--- src/verilog/hbhr_pkg.sv ---
// Purpose: Constants and types for the host boot handshake registers
// Assumes: 32-bit register access, byte addresses as printed
// Notes: Shared by the register bank and its bench
package hbhr_pkg;
  localparam logic [31:0] HBHR_START_ADDR_OFS = 32'h01c40008;
  localparam logic [31:0] HBHR_BOOT_CMPL_OFS = 32'h01c4000c;
  localparam logic [31:0] HBHR_ROM_START_RST = 32'h00100000;
  localparam logic [31:0] HBHR_EXT_START_RST = 32'h42000000;
  localparam int HBHR_ERR_LSB = 16;
  localparam int HBHR_ERR_W = 4;
  localparam int HBHR_DONE_BIT = 0;
  localparam int HBHR_IGN_W = 10;
  localparam logic [3:0] HBHR_ERR_RST = 4'h0;
  localparam logic HBHR_DONE_RST = 1'b0;

  typedef struct packed {
    logic wr;
    logic rd;
    logic [31:0] addr;
    logic [31:0] wdata;
  } hbhr_req_s;
endpackage

--- src/verilog/hbhr_regs.sv ---
// Purpose: Boot completion and processor start address registers
// Assumes: Host and firmware accesses arrive already merged on one port
// Notes: Boot mode select pin is synchronised, then sampled just after reset release
`timescale 1ns/10ps
module hbhr_regs
  import hbhr_pkg::*;
(
  input wire logic clk,
  input wire logic rstn,
  input wire hbhr_req_s req,
  output logic [31:0] rdata,
  output logic rvalid,
  input wire logic boot_from_ext_mem,
  output logic [31:0] cpu_fetch_addr,
  output logic branch_go,
  output logic host_load_done_flag
);

  logic mode_s1_q;
  logic mode_s2_q;
  logic strap_taken_q;
  logic [31:0] start_q;
  logic [31:0] start_d;
  logic [3:0] err_q;
  logic [3:0] err_d;
  logic done_q;
  logic done_d;
  logic done_seen_q;
  logic [31:0] rdata_q;
  logic rvalid_q;

  wire hit_start = req.addr == HBHR_START_ADDR_OFS;
  wire hit_cmpl = req.addr == HBHR_BOOT_CMPL_OFS;
  wire wr_start = req.wr && hit_start;
  wire wr_cmpl = req.wr && hit_cmpl;
  wire [31:0] cmpl_view = {12'h000, err_q, 15'h0000, done_q};
  wire [31:0] strap_start = mode_s2_q ? HBHR_EXT_START_RST : HBHR_ROM_START_RST;
  wire [31:0] rd_mux = hit_start ? start_q : (hit_cmpl ? cmpl_view : 32'h00000000);

  // Reserved bits of the write data are dropped whatever the host sends
  assign err_d = wr_cmpl ? req.wdata[HBHR_ERR_LSB +: HBHR_ERR_W] : err_q;
  assign done_d = done_q | (wr_cmpl & req.wdata[HBHR_DONE_BIT]);
  // A host write in the strap cycle wins over the strap default
  assign start_d = wr_start ? req.wdata : (strap_taken_q ? start_q : strap_start);

  // No reset here: the pin must already be settled through reset for the strap to see it
  always_ff @(posedge clk) begin
    mode_s1_q <= boot_from_ext_mem;
    mode_s2_q <= mode_s1_q;
  end

  always_ff @(posedge clk or negedge rstn) begin
    if (!rstn) begin
      strap_taken_q <= 1'b0;
      start_q <= HBHR_ROM_START_RST;
      err_q <= HBHR_ERR_RST;
      done_q <= HBHR_DONE_RST;
      done_seen_q <= 1'b0;
    end else begin
      strap_taken_q <= 1'b1;
      start_q <= start_d;
      err_q <= err_d;
      done_q <= done_d;
      done_seen_q <= done_q;
    end
  end

  always_ff @(posedge clk or negedge rstn) begin
    if (!rstn) begin
      rdata_q <= 32'h00000000;
      rvalid_q <= 1'b0;
    end else begin
      rdata_q <= req.rd ? rd_mux : rdata_q;
      rvalid_q <= req.rd;
    end
  end

  assign rdata = rdata_q;
  assign rvalid = rvalid_q;
  assign host_load_done_flag = done_q;
  assign cpu_fetch_addr = {start_q[31:HBHR_IGN_W], 10'h000};
  assign branch_go = done_q & ~done_seen_q;

  a_done_sticky: assert property (@(posedge clk) disable iff (!rstn)
    $past(done_q) |-> done_q) else $error("done flag dropped");
  a_done_set: assert property (@(posedge clk) disable iff (!rstn)
    wr_cmpl && req.wdata[0] |=> done_q) else $error("done flag not set");
  a_branch_pulse: assert property (@(posedge clk) disable iff (!rstn)
    branch_go |=> !branch_go) else $error("branch not single pulse");
  a_branch_cause: assert property (@(posedge clk) disable iff (!rstn)
    $rose(done_q) |-> branch_go) else $error("branch missed");
  a_fetch_low: assert property (@(posedge clk) disable iff (!rstn)
    cpu_fetch_addr[9:0] == 10'h000 && cpu_fetch_addr[31:10] == start_q[31:10])
    else $error("fetch address wrong");
  a_err_write: assert property (@(posedge clk) disable iff (!rstn)
    wr_cmpl |=> err_q == $past(req.wdata[19:16])) else $error("error code lost");
  a_start_write: assert property (@(posedge clk) disable iff (!rstn)
    wr_start |=> start_q == $past(req.wdata)) else $error("start address lost");
  a_strap_value: assert property (@(posedge clk) disable iff (!rstn)
    !strap_taken_q && !wr_start |=> start_q == ($past(mode_s2_q) ? HBHR_EXT_START_RST : HBHR_ROM_START_RST))
    else $error("start default wrong");
  a_err_hold: assert property (@(posedge clk) disable iff (!rstn)
    !wr_cmpl |=> err_q == $past(err_q)) else $error("error code changed");
  a_start_hold: assert property (@(posedge clk) disable iff (!rstn)
    strap_taken_q && !wr_start |=> start_q == $past(start_q)) else $error("start address changed");
  a_read_start: assert property (@(posedge clk) disable iff (!rstn)
    req.rd && hit_start |=> rdata == $past(start_q)) else $error("start read wrong");
  a_read_cmpl: assert property (@(posedge clk) disable iff (!rstn)
    req.rd && hit_cmpl |=> rdata[19:16] == $past(err_q) && rdata[0] == $past(done_q))
    else $error("completion read wrong");
  a_read_unmapped: assert property (@(posedge clk) disable iff (!rstn)
    req.rd && !hit_start && !hit_cmpl |=> rdata == 32'h00000000) else $error("unmapped read nonzero");
  a_rvalid_follow: assert property (@(posedge clk) disable iff (!rstn)
    req.rd |=> rvalid) else $error("read not answered");
  a_done_zero_write: assert property (@(posedge clk) disable iff (!rstn)
    wr_cmpl && !req.wdata[0] && !done_q |=> !done_q) else $error("done set by zero");
  a_branch_done: assert property (@(posedge clk) disable iff (!rstn)
    branch_go |-> host_load_done_flag) else $error("branch without done");
  a_rsv_zero: assert property (@(posedge clk) disable iff (!rstn)
    rvalid && $past(hit_cmpl) |-> rdata[31:20] == 12'h000 && rdata[15:1] == 15'h0000)
    else $error("reserved bits nonzero");
endmodule // hbhr_regs

--- config.mk ---
export PLATFORM = sky130hd
export DESIGN_NAME = hbhr_regs
export DESIGN_NICKNAME = d
export VERILOG_FILES = /design/src/verilog/hbhr_pkg.sv /design/src/verilog/hbhr_regs.sv
export SDC_FILE = /design/constraint.sdc
export NUM_CORES = 1
export LEC_CHECK = 0
export BUFFER_PORTS_ARGS = -buffer_cell sky130_fd_sc_hd__buf_2
export CAP_MARGIN = 40
export CORE_MARGIN = 4
export CORE_UTILIZATION = 50
export CTS_CLUSTER_SIZE = 10
export DETAILED_ROUTE_END_ITERATION = 10
export PLACE_DENSITY_LB_ADDON = 0.05
export SLEW_MARGIN = 20
export SYNTH_ARGS = -nofsm -noshare
export SYNTH_HDL_FRONTEND = slang
export SYNTH_SLANG_ARGS = --single-unit
--- constraint.sdc ---
create_clock -name clk -period 2.9 [get_ports clk]
set_input_delay 0.435 -clock clk [delete_from_list [all_inputs] [get_ports clk]]
set_output_delay 0.435 -clock clk [all_outputs]
set_load 0.05 [all_outputs]
==> run_results.csv <==
group,metric,value,unit
logic_synthesis,yosys.area_share.adder,0,
floorplan,die_x,92.5,um
routing,dr.pass1.iters,5,
finish,layout-drive-gt1-share,0.441,
logic_synthesis,synthXorXnorAreaFrac,0,
logic_synthesis,ys_ff_latch,74,
logic_synthesis,avgSynthCellArea,11.5,um^2
routing,drc,0,
logic_synthesis,synth_top_area_frac,0.498,
logic_synthesis,synthSimpleGateAreaFrac,0.151,
routing,wl_per_cell,14.4,um
routing,via_count,2462,
clock_tree,post_cts_buffers,0,
pwr,p_per_area,455,nW/um^2
finish,instances_no_fill,513,
placement,portBuffers,125,
routing,detail_route.vias_per_cell,4.80,
clock_tree,root_buffer,"clkbuf_8",
setup_path,worstPathMaxFanout,32,
global_routing,antenna_found_initial,0,
timing,fin_setup_tns,0,ns
timing,tightest_slew,0.546,ns
global_routing,grtUsageTotal,0.182,
global_routing,grt_pass1_vias,2497,
placement,routabilityCongestion,0.730,
clock_tree,cts_made_buffers,9,
routing,drtAntennaViolNets,0,
finish,regArea,1840,um^2
logic_synthesis,synth_mux_area_frac,0.133,
setup_path,critPathKind,"primary input to flop",
floorplan,io_pins,136,
logic_synthesis,yosysTopAreaCell,"dfrtp_1",
finish,design_area,4270,um^2
timing,setup_violations,0,
clock_tree,cts.clk_slew.worst_paths,0.07,ns
logic_synthesis,synth.distinct_cells,26,
placement,placed_area,4090,um^2
logic_synthesis,syn_inst,310,
logic_synthesis,synth_compound_area_frac,0.0726,
routing,drt-total-wl,7.41,mm
setup_path,worstPathArrival,2.17,ns
timing,fmax,523,MHz
floorplan,core,6870,um^2
finish,syn2layout_area_growth,19.7,%
worst_hold_path,hold_path.class,"primary input to asynchronous set/reset pin",
clock_tree,clock-sinks,74,
clock_tree,clockBufferDepth,2,
setup_path,cp-end-kind,"flop",
logic_synthesis,synth_area,3570,um^2
floorplan,dieArea,8550,um^2
logic_synthesis,synthTopCellsByArea,"dfrtp_1 (50%), mux2i_1 (10%), buf_4 (6.7%)",
finish,nNetsFinal,481,
job,maxCapViolations,0,
global_routing,grt_max_degree,39,
timing,rsz0062_at_grt,"no",
finish,n_antenna_cell,0,
clock_tree,cts_resized,0,
floorplan,rows,30,
routing,drt_iter0_drc,64,
logic_synthesis,synth_top_family_by_area,"simple AND/OR/NAND/NOR gates",
timing,max-slew-margin-rel,0.636,
clock_tree,cts_max_level,3,
pwr,vdd_drop_max,0.000389,V
placement,placed_cells,497,
logic_synthesis,ys_seq_area_frac,0.517,
timing,finalHoldViolations,0,
placement,hpwl,5.32,mm
clock_tree,cts_tree,"done",
finish,fill_cells,623,
status,status,"complete, no violations",
floorplan,start_util,0.519,
clock_tree,cts_hold_buf,0,
timing,final_max_slew_viol_count,0,
timing,finalCritPeriodShare,0.659,
setup_path,crit_path_start_kind,"primary input",
global_routing,grt_pass1_wl,12.2,mm
timing,timing.final.crit_period,1.91,ns
global_routing,grt.overflow.total,0,
logic_synthesis,ys.warnings.count,0,
floorplan,die_y,92.5,um
timing,fin_skew,0.00375,ns
clock_tree,clock_latency,0.33,ns
setup_path,crit_required,3.16,ns
pwr,p_leak,2.33,nW
finish,multi_input_area,1310,um^2
-- final cells by class --
type                    count  share of cell area
flip-flops and latches     74               0.432
multi-input cells         165               0.307
repair buffers            130               0.162
clock buffers              14              0.0405
inverters                  32              0.0281
well taps                  96              0.0281
clock inverters             2             0.00235
-- power breakdown --
group | leakage [nW] | switching [mW] | total (mW) | internal [mW]
sequential | 1.01 | 0.00740 | 1.05 | 1.04
clock | 0.0965 | 0.345 | 0.724 | 0.379
combinational | 1.22 | 0.115 | 0.171 | 0.0554
total | 2.33 | 0.468 | 1.94 | 1.47
-- critical path, cell delays in order --
cell     delay [ns]
buf_2          0.10
nor4b_2        0.29
nand4_2        0.33
nor4b_4        0.36
buf_12         0.28
mux2_2         0.36
-- final timing paths --
kind,depth (start not counted),from,endpoint,slack (ns)
min in group clk,1,boot_from_ext_mem,mode_s1_q$_DFF_P_,0.20
hold / removal,1,rstn,rdata[3]$_DFFE_PN0P_,0.05
setup reg to reg,3,strap_taken_q$_DFF_PN0_,start_q[2]$_DFFE_PN0P_,1.58
max in group asynchronous,2,rstn,rdata[8]$_DFFE_PN0P_,2.30
setup / recovery,6,req[53],start_q[20]$_DFFE_PN1P_,0.99
hold reg to reg,0,mode_s1_q$_DFF_P_,mode_s2_q$_DFF_P_,0.33
-- cells by family after synthesis --
family | count (synthesis)
buffers and inverters | 80
and+or+nand+nor | 77
DFF | 74
muxes | 46
AOI/OAI and AO/OA | 31
other | 2
-- state kept, by name, indices dropped and copies added, names as in the netlist --
name                 cells
start_q                 32
err_q                    4
mode_s2_q                1
rvalid                   1
rdata                   32
host_load_done_flag      1
done_seen_q              1
mode_s1_q                1
strap_taken_q            1
-- per-layer routing --
| layer | track usage | up-vias | wire (um) |
|---|---|---|---|
| li1 | - | 1191 | - |
| met2 | 0.290 | 83 | 3550 |
| met4 | 0.0458 | 0 | 66 |
| met5 | 0 | - | 0 |
| met3 | 0.0642 | 6 | 532 |
| met1 | 0.236 | 1182 | 3260 |
-- cells in the mapped netlist --
master    instances
mux2_2           10
buf_4            32
inv_1            32
nand4_4           1
nor4b_2           2
nor3_2            1
buf_6             3
a31o_2           18
nor4_4            3
dfxtp_1           2
nor4b_4           2
clkbuf_1         11
nor3_1            6
a21o_1            1
nor3_4            1
nor2b_1          29
nand4_2           1
conb_1            2
dfrtp_1          71
a21oi_1           3
buf_2             2
a31o_1            9
nand2_1          30
and4bb_1          1
dfstp_2           1
mux2i_1          36
-- stage by stage --
step | setup slack [ns] | hold slack [ns] | total power, mW | utilization
floorplan | 1.01 | 0.139 | 1.17 | -
global placement | 0.659 | 0.311 | 1.23 | 0.592
detailed placement | 0.636 | 0.315 | 1.24 | 0.595
CTS | 1.00 | 0.0561 | 1.97 | 0.621
global route | 0.898 | 0.0552 | 2.04 | 0.621
finish | 0.989 | 0.0467 | 1.94 | 0.621
-- placed cells by master, fill, tap and decap left out, drive strengths merged --
cell and n:
a21o 1, a21oi 3, a31o 27, and4bb 1, buf 130, clkbuf 14
clkinv 2, conb 11, dfrtp 71, dfstp 1, dfxtp 2, inv 32
mux2 10, mux2i 36, nand2 30, nand4 2, nor2b 29, nor3 8
nor4 3, nor4b 4
(Power assumes the default switching activity.)
